--- config.mk ---
export PLATFORM = sky130hd
export DESIGN_NAME = lsi_status_top
export DESIGN_NICKNAME = d
export VERILOG_FILES = /design/src/lsi_pkg.sv /design/src/lsi_status_top.sv
export SDC_FILE = /design/constraint.sdc
export NUM_CORES = 1
export LEC_CHECK = 0
export ABC_AREA = 1
export BUFFER_PORTS_ARGS = -buffer_cell sky130_fd_sc_hd__buf_2
export CORE_ASPECT_RATIO = 0.6
export CORE_MARGIN = 2
export CORE_UTILIZATION = 30
export DETAILED_ROUTE_END_ITERATION = 8
export PLACE_DENSITY = 0.48
export SYNTH_ARGS = -nofsm -noshare
export SYNTH_HDL_FRONTEND = slang
export SYNTH_SLANG_ARGS = --single-unit
--- constraint.sdc ---
create_clock -name ref_clk -period 1.7 [get_ports ref_clk]
set_clock_uncertainty 0.1 [all_clocks]
set_input_delay 0.255 -clock ref_clk [delete_from_list [all_inputs] [get_ports ref_clk]]
set_output_delay 0.255 -clock ref_clk [all_outputs]
set_load 0.02 [all_outputs]
--- src/lsi_pkg.sv ---
// constants, field layout and carrier types for the line status block
package lsi_pkg;

   localparam int         LSI_CHANNELS      = 2;

   // register offsets of the first channel, second channel adds the stride
   localparam logic [7:0] LSI_OFF_LIVE_A    = 8'h16;
   localparam logic [7:0] LSI_OFF_LIVE_B    = 8'h17;
   localparam logic [7:0] LSI_OFF_EVT_LATCH = 8'h18;
   localparam logic [7:0] LSI_CH_STRIDE     = 8'h20;

   // bit positions shared by live A and the latched register, then the live B fields
   localparam int         LSI_BIT_EQ        = 7;
   localparam int         LSI_BIT_IBLA      = 6;
   localparam int         LSI_BIT_IBLD      = 5;
   localparam int         LSI_BIT_PSYNC     = 4;
   localparam int         LSI_BIT_TXCLK     = 3;
   localparam int         LSI_BIT_DRVF      = 2;
   localparam int         LSI_BIT_ALARM     = 1;
   localparam int         LSI_BIT_SLOSS     = 0;
   localparam int         LSI_BIT_RLOOP     = 5;
   localparam int         LSI_ATT_LSB       = 0;
   localparam int         LSI_ATT_W         = 5;

   // values after reset
   localparam logic [7:0] LSI_LIVE_RST      = 8'h00;
   localparam logic [7:0] LSI_LATCH_RST     = 8'h00;
   localparam logic [7:0] LSI_RD_RST        = 8'h00;
   localparam logic [1:0] LSI_RSVD_B        = 2'h0;

   // timing
   localparam int         LSI_CLK_HZ        = 20_000_000;
   localparam int         LSI_TXCLK_IDLE    = 70;
   localparam int         LSI_IDLE_W        = 7;
   localparam int         LSI_ACT_SHORT_MS  = 40;
   localparam int         LSI_ACT_LONG_MS   = 5100;
   localparam int         LSI_ACT_SHORT_CYC = LSI_ACT_SHORT_MS
                                              * (LSI_CLK_HZ / 1000);
   localparam int         LSI_ACT_LONG_CYC  = LSI_ACT_LONG_MS
                                              * (LSI_CLK_HZ / 1000);
   localparam int         LSI_ACT_CNT_W     = 27;

   typedef struct packed {
      logic                 eq_out_of_range;
      logic                 inband_activate_code;
      logic                 inband_deactivate_flag;
      logic                 pattern_sync_flag;
      logic                 driver_fault_flag;
      logic                 alarm_pattern_flag;
      logic                 signal_loss_flag;
      logic                 remote_loop_active;
      logic [LSI_ATT_W-1:0] line_attenuation_code;
   } lsi_det_t;

   typedef struct packed {
      logic [7:0] mask;
      logic [7:0] edge_select;
   } lsi_irq_cfg_t;

   typedef struct packed {
      logic       valid;
      logic [7:0] data;
   } lsi_rd_rsp_t;

endpackage : lsi_pkg

--- src/lsi_status_top.sv ---
// per-channel line status, event latches and host read port
`timescale 1ns/1ps

module lsi_status_top
   import lsi_pkg::*;
#(
   parameter int ACT_SHORT_CYCLES = LSI_ACT_SHORT_CYC,
   parameter int ACT_LONG_CYCLES  = LSI_ACT_LONG_CYC
) (
   input  wire logic                            ref_clk,
   input  wire logic                            reset,
   input  wire logic [7:0]                      host_addr,
   input  wire logic                            host_rd,
   input  wire lsi_det_t     [LSI_CHANNELS-1:0] det,
   input  wire lsi_irq_cfg_t [LSI_CHANNELS-1:0] irq_cfg,
   input  wire logic         [LSI_CHANNELS-1:0] auto_remote_loop_enable,
   input  wire logic         [LSI_CHANNELS-1:0] tx_clk_pin,
   output lsi_rd_rsp_t                          rd_rsp,
   output logic                                 interrupt_request
);

   localparam logic [LSI_ACT_CNT_W-1:0] ACT_SHORT_LIM =
      LSI_ACT_CNT_W'(ACT_SHORT_CYCLES);
   localparam logic [LSI_ACT_CNT_W-1:0] ACT_LONG_LIM  =
      LSI_ACT_CNT_W'(ACT_LONG_CYCLES);
   localparam logic [LSI_IDLE_W-1:0]    IDLE_LIM      =
      LSI_IDLE_W'(LSI_TXCLK_IDLE);

   logic [7:0]              ch_rd_data   [LSI_CHANNELS];
   logic [LSI_CHANNELS-1:0] ch_any_event;

   logic [7:0]              nxt_rd_data;
   logic                    nxt_irq;
   lsi_rd_rsp_t             rd_rsp_ff;
   logic                    irq_ff;

   genvar c;
   generate
      for (c = 0; c < LSI_CHANNELS; c++) begin : g_ch
         localparam logic [7:0] BASE_OFF = 8'(c * LSI_CH_STRIDE);

         // tx clock pin is asynchronous: two stages before any use
         logic                     tclk_s1_ff;
         logic                     tclk_s2_ff;
         logic                     tclk_s3_ff;
         logic                     tclk_toggle;
         logic [LSI_IDLE_W-1:0]    idle_cnt_ff;
         logic [LSI_IDLE_W-1:0]    nxt_idle_cnt;
         logic                     tx_clock_loss_flag;

         logic [LSI_ACT_CNT_W-1:0] act_cnt_ff;
         logic [LSI_ACT_CNT_W-1:0] nxt_act_cnt;
         logic [LSI_ACT_CNT_W-1:0] act_lim;
         logic                     inband_activate_flag;

         logic [7:0]               live_now;
         logic [7:0]               live_a_ff;
         logic [7:0]               live_b_ff;
         logic [7:0]               nxt_live_b;
         logic [7:0]               rise;
         logic [7:0]               fall;
         logic [7:0]               event_now;
         logic [7:0]               latch_ff;
         logic [7:0]               nxt_latch;

         logic                     hit_live_a;
         logic                     hit_live_b;
         logic                     hit_latch;
         logic                     clr_latch;

         // tx clock loss detection
         logic                     idle_sat;

         assign tclk_toggle = tclk_s2_ff ^ tclk_s3_ff;
         assign idle_sat    = idle_cnt_ff > IDLE_LIM;

         always_comb begin
            if (tclk_toggle) begin
               nxt_idle_cnt = '0;
            end else if (idle_sat) begin
               // hold one past the limit so a dead clock never wraps
               nxt_idle_cnt = idle_cnt_ff;
            end else begin
               nxt_idle_cnt = idle_cnt_ff + 1'b1;
            end
         end

         assign tx_clock_loss_flag = idle_sat;

         // no reset on the stages, they settle while reset is held
         always_ff @(posedge ref_clk) begin
            tclk_s1_ff <= tx_clk_pin[c];
         end

         always_ff @(posedge ref_clk) begin
            tclk_s2_ff <= tclk_s1_ff;
         end

         // edge memory reads only the settled second stage
         always_ff @(posedge ref_clk) begin
            tclk_s3_ff <= tclk_s2_ff;
         end

         always_ff @(posedge ref_clk) begin
            if (reset) begin
               idle_cnt_ff <= '0;
            end else begin
               idle_cnt_ff <= nxt_idle_cnt;
            end
         end

         // activate code must persist beyond the qualifying window
         logic                     act_sat;

         assign act_lim = auto_remote_loop_enable[c] ? ACT_LONG_LIM
                                                     : ACT_SHORT_LIM;
         assign act_sat = act_cnt_ff > act_lim;

         always_comb begin
            if (!det[c].inband_activate_code) begin
               // any gap in the code restarts the window
               nxt_act_cnt = '0;
            end else if (act_sat) begin
               nxt_act_cnt = act_cnt_ff;
            end else begin
               nxt_act_cnt = act_cnt_ff + 1'b1;
            end
         end

         assign inband_activate_flag = act_sat;

         always_ff @(posedge ref_clk) begin
            if (reset) begin
               act_cnt_ff <= '0;
            end else begin
               act_cnt_ff <= nxt_act_cnt;
            end
         end

         // live status each cycle, from the detectors and the two qualifying counters
         always_comb begin
            live_now                = LSI_LIVE_RST;
            live_now[LSI_BIT_EQ]    = det[c].eq_out_of_range;
            live_now[LSI_BIT_IBLA]  = inband_activate_flag;
            live_now[LSI_BIT_IBLD]  = det[c].inband_deactivate_flag;
            live_now[LSI_BIT_PSYNC] = det[c].pattern_sync_flag;
            live_now[LSI_BIT_TXCLK] = tx_clock_loss_flag;
            live_now[LSI_BIT_DRVF]  = det[c].driver_fault_flag;
            live_now[LSI_BIT_ALARM] = det[c].alarm_pattern_flag;
            live_now[LSI_BIT_SLOSS] = det[c].signal_loss_flag;
         end

         always_comb begin
            nxt_live_b = LSI_LIVE_RST;
            nxt_live_b[7:6] = LSI_RSVD_B;
            nxt_live_b[LSI_BIT_RLOOP] = det[c].remote_loop_active;
            nxt_live_b[LSI_ATT_LSB +: LSI_ATT_W] =
               det[c].line_attenuation_code;
         end

         // live registers only track, reads never alter them
         always_ff @(posedge ref_clk) begin
            if (reset) begin
               live_a_ff <= LSI_LIVE_RST;
            end else begin
               live_a_ff <= live_now;
            end
         end

         always_ff @(posedge ref_clk) begin
            if (reset) begin
               live_b_ff <= LSI_LIVE_RST;
            end else begin
               live_b_ff <= nxt_live_b;
            end
         end

         // event qualification, one slice per status bit
         for (genvar b = 0; b < 8; b++) begin : g_bit
            assign rise[b]      = live_now[b] & ~live_a_ff[b];
            assign fall[b]      = ~live_now[b] & live_a_ff[b];
            assign event_now[b] = ~irq_cfg[c].mask[b]
                                  & (rise[b]
                                     | (irq_cfg[c].edge_select[b]
                                        & fall[b]));
         end

         // address decode for this channel
         localparam logic [7:0] LIVE_A_ADR = LSI_OFF_LIVE_A + BASE_OFF;
         localparam logic [7:0] LIVE_B_ADR = LSI_OFF_LIVE_B + BASE_OFF;
         localparam logic [7:0] LATCH_ADR  = LSI_OFF_EVT_LATCH + BASE_OFF;

         assign hit_live_a = host_addr == LIVE_A_ADR;
         assign hit_live_b = host_addr == LIVE_B_ADR;
         assign hit_latch  = host_addr == LATCH_ADR;
         assign clr_latch  = host_rd & hit_latch;

         // set wins over the read clear so no event slips away
         logic [7:0]               kept_latch;

         assign kept_latch = clr_latch ? 8'h00 : latch_ff;

         always_comb begin
            nxt_latch = kept_latch;
            for (int k = 0; k < 8; k++) begin
               if (event_now[k]) begin
                  nxt_latch[k] = 1'b1;
               end
            end
         end

         always_ff @(posedge ref_clk) begin
            if (reset) begin
               latch_ff <= LSI_LATCH_RST;
            end else begin
               latch_ff <= nxt_latch;
            end
         end

         // request looks ahead so it drops on the clearing edge
         assign ch_any_event[c] = |nxt_latch;

         assign ch_rd_data[c] =
            hit_live_a ? live_a_ff :
            hit_live_b ? live_b_ff :
            hit_latch  ? latch_ff  :
                         LSI_RD_RST;
      end
   endgenerate

   // unmapped addresses read zero
   always_comb begin
      nxt_rd_data = LSI_RD_RST;
      for (int i = 0; i < LSI_CHANNELS; i++) begin
         nxt_rd_data = nxt_rd_data | ch_rd_data[i];
      end
   end

   // request follows the latches, so it drops on the clearing read
   assign nxt_irq = |ch_any_event;

   // data returns to zero between reads
   always_ff @(posedge ref_clk) begin
      if (reset) begin
         rd_rsp_ff.valid <= 1'b0;
         rd_rsp_ff.data  <= LSI_RD_RST;
      end else begin
         rd_rsp_ff.valid <= host_rd;
         rd_rsp_ff.data  <= host_rd ? nxt_rd_data : LSI_RD_RST;
      end
   end

   always_ff @(posedge ref_clk) begin
      if (reset) begin
         irq_ff <= 1'b0;
      end else begin
         irq_ff <= nxt_irq;
      end
   end

   assign rd_rsp            = rd_rsp_ff;
   assign interrupt_request = irq_ff;

endmodule : lsi_status_top

==> impl_metrics.ini, run 1 <==
[routing]
wl_per_cell_um = 14.0
drc = 0
wl_met1_um = 12600
route.met2.wl_um = 8450
route.met3.wl_um = 1370
drtIter0Drc = 457
ant_nets = 0
wl_um = 22500
num_vias = 7414
top_layer = met4
avgViaCountPerCell = 4.61
firstDrtPassIters = 5

[global_route]
grt_max_degree = 44
grt_overflow_total = 0
grt_pass1_vias = 6864
antenna_found_initial = 0
track_usage = 0.190
grt_pass1_wl_um = 35800

[synth]
avgSynthCellArea_um2 = 6.74
syn-cell-area_um2 = 6920
synth_compound_area_frac = 0.104
yosys.area.top_type = dfxtp_1
synth_nets = 1121
synth_top_family_by_area = simple AND/OR/NAND/NOR gates
ys_seq_elements = 128
yosys.cell_types.count = 40
synth-edff-count = 0
synth.area.top_cells = dfxtp_1, nand2_1, inv_1
synthMuxAreaShare = 0
synth_xor_area_frac = 0.0304
synth_top_area_frac = 0.370
ys.flop_type = dfxtp_1
synth_simple_gate_area_frac = 0.361
synth_seq_area_share = 0.370
syn_inst = 1026
synth-async-reset-ratio = 0
synth_fa_ha_area_frac = 0.0398
yosys_warnings = 0

[floorplanning]
fp.dieW_um = 200
dieArea_um2 = 24300
boundaryPins = 83
core_um2 = 22300
start_util = 0.310
num_rows = 42
die_h_um = 122

[final_layout]
syn_to_final_growth_pct = 48.5
n_antenna_cell = 0
fin_nets = 1386
drive_gt1_frac = 0.307
fin_util = 0.460

[status]
run_status = complete, but fails checks
violations = negative setup slack

[critical_path]
cp_top_family = simple AND/OR/NAND/NOR gates
cp_max_fo = 6
r2r-start = g_ch[0].act_cnt_ff[14]$_SDFFE_PP0P_
crit_required_ps = 1900
crit_path_frequent_cell = nand3_2
crit_chain = ha_4, nand2_1, inv_2, nand3_2, nor2_2, nand3_2, nand3_4, nand2_8, buf_12, buf_4, a21oi_2, nor3_2
crit_arrival_ps = 2180
reg2reg_setup_slack_ps = -280
critical-path-max-stage-delay_ps = 340
crit_type = reg -> reg
critPathSlowestCell = dfxtp_2
cp-startpoint = g_ch[0].act_cnt_ff[14]$_SDFFE_PP0P_
critPathCaptureType = flip-flop
start_kind = flip-flop
cp.buffers_inverters = 3

[cts]
htree_levels = 4
cts_tree = built
clockBufferDepth = 2
clock_sink_count = 128
cts_made_buffers = 17
cts.clk_slew.worst_paths_ps = 60
cts_root_buf = clkbuf_16
clk_latency_ps = 420

[timing]
rsz0062_at_grt = true
maxSlewViolCount = 0
setup_violations = 58
period_share = 1.16
relSlewSlack = 0.697
tightest_slew_ps = 453
hold_viol = 0
worst_slack_ps = -280
fmax_ghz = 0.505
fin_crit_ps = 1980

[placement]
io_buffers = 82
hpwl_um = 16700
gp_congestion = 0.878

[power]
ir_worst_vdd_mv = 0.717
p_leak_nw = 4.43
p_per_area_nw_per_um2 = 708
finalPower_mw = 7.28

[run]
drv_cap = 0

[hold_path]
holdCritPathClass = in -> reg
min-delay-start = irq_cfg[24]
## cell usage after synthesis (2+ instances only)
library cell,number
a21oi_1,82
o21ai_0,21
nor3b_2,2
nand2_2,4
and2_1,2
a31oi_1,3
o21ai_1,3
a21boi_0,3
clkbuf_1,9
nand2_1,283
dfxtp_1,128
a21oi_2,6
nor2_2,12
inv_2,3
nor2_1,117
nand4_1,25
nor3_2,5
nor3_1,34
xnor2_1,8
inv_1,131
ha_1,22
xor2_1,16
a221oi_1,2
buf_4,3
buf_6,5
nand3_1,63
a41oi_1,8
nor4_1,5
nand3b_1,5
buf_2,3
nand3_2,4
## worst paths after layout
kind / to / cells past startpoint
worst max-delay path: g_ch[0].act_cnt_ff[2]$_SDFFE_PP0P_ / 12
worst min-delay path: g_ch[1].latch_ff[0]$_SDFF_PP0_ / 4
worst max register to register: g_ch[0].act_cnt_ff[2]$_SDFFE_PP0P_ / 12
worst min register to register: g_ch[0].tclk_s2_ff$_DFF_P_ / 0
## final cells by class
class,count,area [um^2]
fill,2244,12100
multi-input combinational,742,4200
sequential,128,2580
timing repair buffer,264,1990
inverter,136,537
clock buffer,23,468
tap,308,385
clock inverter,6,85.1
timing repair inverter,2,27.5
## report_power, final
group | switching (mW) | leakage, nW | internal (mW)
registers | 0.0396 | 1.05 | 3.07
logic | 0.300 | 3.12 | 0.274
clock network | 1.39 | 0.265 | 2.21
## tightest hold or removal path: cells and delay by family
kind                   cells  cell delay [ps]
buffers and inverters      1               70
AND/OR/NAND/NOR            1               70
AO/OA/AOI/OAI              2               90
## timing repair
action | in CTS | in global routing
endpoints found under the hold margin | 27 | 0
hold buffers | 27 | 0
endpoints found under the setup margin | 58 | 61
gates resized for setup | 75 | 55
buffers inserted | 6 | 7
cloned | 3 | 0
pin swaps | 19 | 35
## routing by layer
metal / global-route usage / up-vias
met5: 0 / -
met3: 0.0443 / 8
li1: - / 3849
met1: 0.304 / 3350
met4: 0.0333 / 0
met2: 0.251 / 207
## logic make-up after synthesis
logic type / count (synthesis)
XOR/XNOR: 24
AO/OA/AOI/OAI: 129
AND/OR/NAND/NOR: 566
adder cells (fa/ha/maj): 22
buffers and inverters: 157
flip-flops: 128
## layout by cell type (no fill, tap or decap), types with 4 or more instances in the layout
master,n
ha_4,9
o21ai_1,11
dlygate4sd3_1,27
inv_2,8
o21ai_0,8
nand2_2,17
nand2_4,8
nor2_1,111
buf_6,11
nand4_1,25
dfxtp_2,8
buf_4,136
dfxtp_1,117
nor4_1,4
nor2_2,11
o21ai_2,4
clkbuf_1,4
xnor2_1,8
a21oi_1,71
nand2_1,261
nor3_1,24
clkbuf_16,17
a41oi_1,8
nand3b_1,5
nand3_1,52
nor3_2,15
nand3_2,13
ha_1,12
xor2_1,16
buf_2,82
inv_1,123
nor2_4,7
a21oi_2,16
buf_12,8
## flip-flops by register name (all words and copies together), names as in the netlist
| signal | count |
|---|---|
| interrupt_request | 1 |
| g_ch.tclk_s3_ff | 2 |
| g_ch.latch_ff | 16 |
| g_ch.tclk_s1_ff | 2 |
| g_ch.live_a_ff | 16 |
| g_ch.tclk_s2_ff | 2 |
| g_ch.act_cnt_ff | 54 |
| g_ch.live_b_ff | 12 |
| g_ch.idle_cnt_ff | 14 |
| rd_rsp | 9 |
## metrics by stage
step | setup TNS (ps) | cell area, um^2 | setup WS [ps] | hold slack, ps | instances
2_1_floorplan | -2860 | 6990 | -105 | 183 | 1026
3_3_place_gp | -22590 | 8780 | -441 | 214 | 1537
3_5_place_dp | -24820 | 8780 | -495 | 216 | 1537
4_1_cts | -8480 | 9990 | -216 | 7.83 | 1602
5_1_grt | -14780 | 10300 | -343 | 22.5 | 1609
6_report | -8490 | 10300 | -280 | 22.3 | 1609
Note: power is estimated with default switching activity, not from simulation.
==> inputs of run 2 (changes only) <==
--- a/config.mk
+++ b/config.mk
@@ -12,6 +12,7 @@
 export CORE_UTILIZATION = 30
 export DETAILED_ROUTE_END_ITERATION = 8
 export PLACE_DENSITY = 0.48
+export SETUP_SLACK_MARGIN = 0.05
 export SYNTH_ARGS = -nofsm -noshare
 export SYNTH_HDL_FRONTEND = slang
 export SYNTH_SLANG_ARGS = --single-unit
==> impl_metrics.ini, run 2 (same netlist as run 1, synthesis figures left out) <==
[status]
run_status = complete, but fails checks
violations = negative setup slack

[routing]
wl_per_cell_um = 14.4
avgViaCountPerCell = 4.57
ant_nets = 0
drtIter0Drc = 359
num_vias = 7411
wl_um = 23300
firstDrtPassIters = 5
drc = 0

[placement]
hpwl_um = 17000
io_buffers = 82
placed_cell_area_um2 = 8830
gp_congestion = 0.876
dp.cells = 1544
dp_slack_ps = -455

[timing]
worst_slack_ps = -220
period_share = 1.13
rsz0062_at_grt = true
maxSlewViolCount = 0
relSlewSlack = 0.663
tns_ps = -8140
tightest_slew_ps = 505
hold_viol = 0
fin_crit_ps = 1920
setup_violations = 59
fmax_ghz = 0.521

[cts]
cts_tree = built
cts.clk_slew.worst_paths_ps = 60
cts_made_buffers = 17
clockBufferDepth = 2
htree_levels = 4
cts_root_buf = clkbuf_16
clk_latency_ps = 430
clock_sink_count = 128

[global_route]
grt_pass1_wl_um = 35900
grt_pass1_vias = 6844
grt_overflow_total = 0
track_usage = 0.193
grt_max_degree = 23
antenna_found_initial = 0

[critical_path]
critPathSlowestCell = dfxtp_4
r2r_cells = 12
crit_required_ps = 1920
r2r-start = g_ch[0].act_cnt_ff[19]$_SDFFE_PP0P_
crit_arrival_ps = 2140
crit_chain = ha_4, buf_6, nand4_1, nor3_2, nand2_2, nand2_4, buf_8, clkinv_8, nor2_4, nand2_1, nand2_1, nor2_1
cp_max_fo = 6
critPathCaptureType = flip-flop
start_kind = flip-flop
critical-path-max-stage-delay_ps = 360
reg2reg_setup_slack_ps = -220
crit_path_frequent_cell = nand2_1
r2r-end = g_ch[0].act_cnt_ff[8]$_SDFFE_PP0P_
crit_type = reg -> reg

[final_layout]
multi_input_area_um2 = 4450
syn_to_final_growth_pct = 54.7
fin_nets = 1396
drive_gt1_frac = 0.359
stdcell_count = 1621
layout_common_cells = nand2_1, buf_4, inv_1
n_antenna_cell = 0
n_fill_cell = 2246
final_common_cell = nand2_1
reg_top3 = g_ch.act_cnt_ff: 54 flops, g_ch.latch_ff: 16 flops, g_ch.live_a_ff: 16 flops
final_cell_area_um2 = 10700
regMostFlops = g_ch.act_cnt_ff
regArea_um2 = 2590
largest_reg_flops = 54

[power]
p_int_mw = 5.93
p_leak_nw = 4.59
p_clk_frac = 0.519
power.share.combinational = 0.075
p_per_area_nw_per_um2 = 717
pwr-share-seq = 0.406
switching_share = 0.226
ir_worst_vdd_mv = 0.677
netSwitchingPower_mw = 1.74

[hold_path]
holdCritPathClass = in -> reg
min-delay-start = irq_cfg[12]
min_to = g_ch[0].latch_ff[4]$_SDFF_PP0_
hold_path_depth = 4

[floorplanning]
dieArea_um2 = 24300
fp.dieW_um = 200
num_rows = 42
die_h_um = 122
start_util = 0.310
boundaryPins = 83
core_um2 = 22300

[run]
drv_cap = 0
==> run 2: stage by stage <==
| stage | util | hold WS [ps] | power, mW |
|---|---|---|---|
| CTS | 0.459 | 5.05 | 7.74 |
| global route | 0.479 | 47.7 | 7.99 |
| finish | 0.479 | 30.2 | 7.67 |
| global placement | 0.395 | 212 | 3.66 |
| floorplan | - | 183 | 3.41 |
| detailed placement | 0.395 | 223 | 3.66 |
==> run 2: how the worst max path moves through the flow <==
stage	from	depth (start not counted)	end
3_5_place_dp	auto_remote_loop_enable[1]	14	g_ch[1].act_cnt_ff[24]$_SDFFE_PP0P_
3_3_place_gp	auto_remote_loop_enable[0]	15	interrupt_request$_SDFF_PP0_
4_1_cts	g_ch[1].act_cnt_ff[26]$_SDFFE_PP0P_	14	g_ch[1].act_cnt_ff[16]$_SDFFE_PP0P_
6_report	g_ch[0].act_cnt_ff[19]$_SDFFE_PP0P_	12	g_ch[0].act_cnt_ff[8]$_SDFFE_PP0P_
5_1_grt	g_ch[1].act_cnt_ff[26]$_SDFFE_PP0P_	15	g_ch[1].act_cnt_ff[15]$_SDFFE_PP0P_
2_1_floorplan	g_ch[1].act_cnt_ff[20]$_SDFFE_PP0P_	14	g_ch[1].act_cnt_ff[5]$_SDFFE_PP0P_
==> run 2: cell type report <==
type / count / area share
clock buffer: 21 / 0.0449
clock inverter: 10 / 0.0147
inverter: 136 / 0.0499
multi-input combinational: 741 / 0.416
sequential: 128 / 0.242
tap: 308 / 0.0360
timing repair buffer: 274 / 0.194
timing repair inverter: 3 / 0.00292
==> run 2: timing repair <==
item,4_1_cts,5_1_grt
pin swaps,24,43
endpoints found under the hold margin,28,0
cloned,3,1
endpoints found under the setup margin,59,64
buffers inserted,10,4
hold buffers,28,0
resized for setup,97,105
==> run 2: power by group through the flow <==
stage | combinational [mW] | clock (mW) | sequential, mW
final | 0.578 | 3.98 | 3.12
after global routing | 0.645 | 4.22 | 3.12
after CTS | 0.553 | 4.07 | 3.12
after detailed placement | 0.481 | 0 | 3.18
after global placement | 0.476 | 0 | 3.18
after floorplan | 0.231 | 0 | 3.18
==> run 2: worst max-delay path, delay by kind of cell, from the launching register on <==
| family | cells | cell delay [ps] |
|---|---|---|
| flops | 1 | 360 |
| simple gates | 8 | 740 |
| fa+ha+maj | 1 | 270 |
| buf+inv | 3 | 320 |
==> run 2: routing by layer <==
layer  track usage  wire (um)  up-vias
met1         0.308      12700     3364
li1              -          -     3870
met5             0          0        -
met4        0.0542        229        0
met2         0.258       9360      161
met3        0.0335        951       16
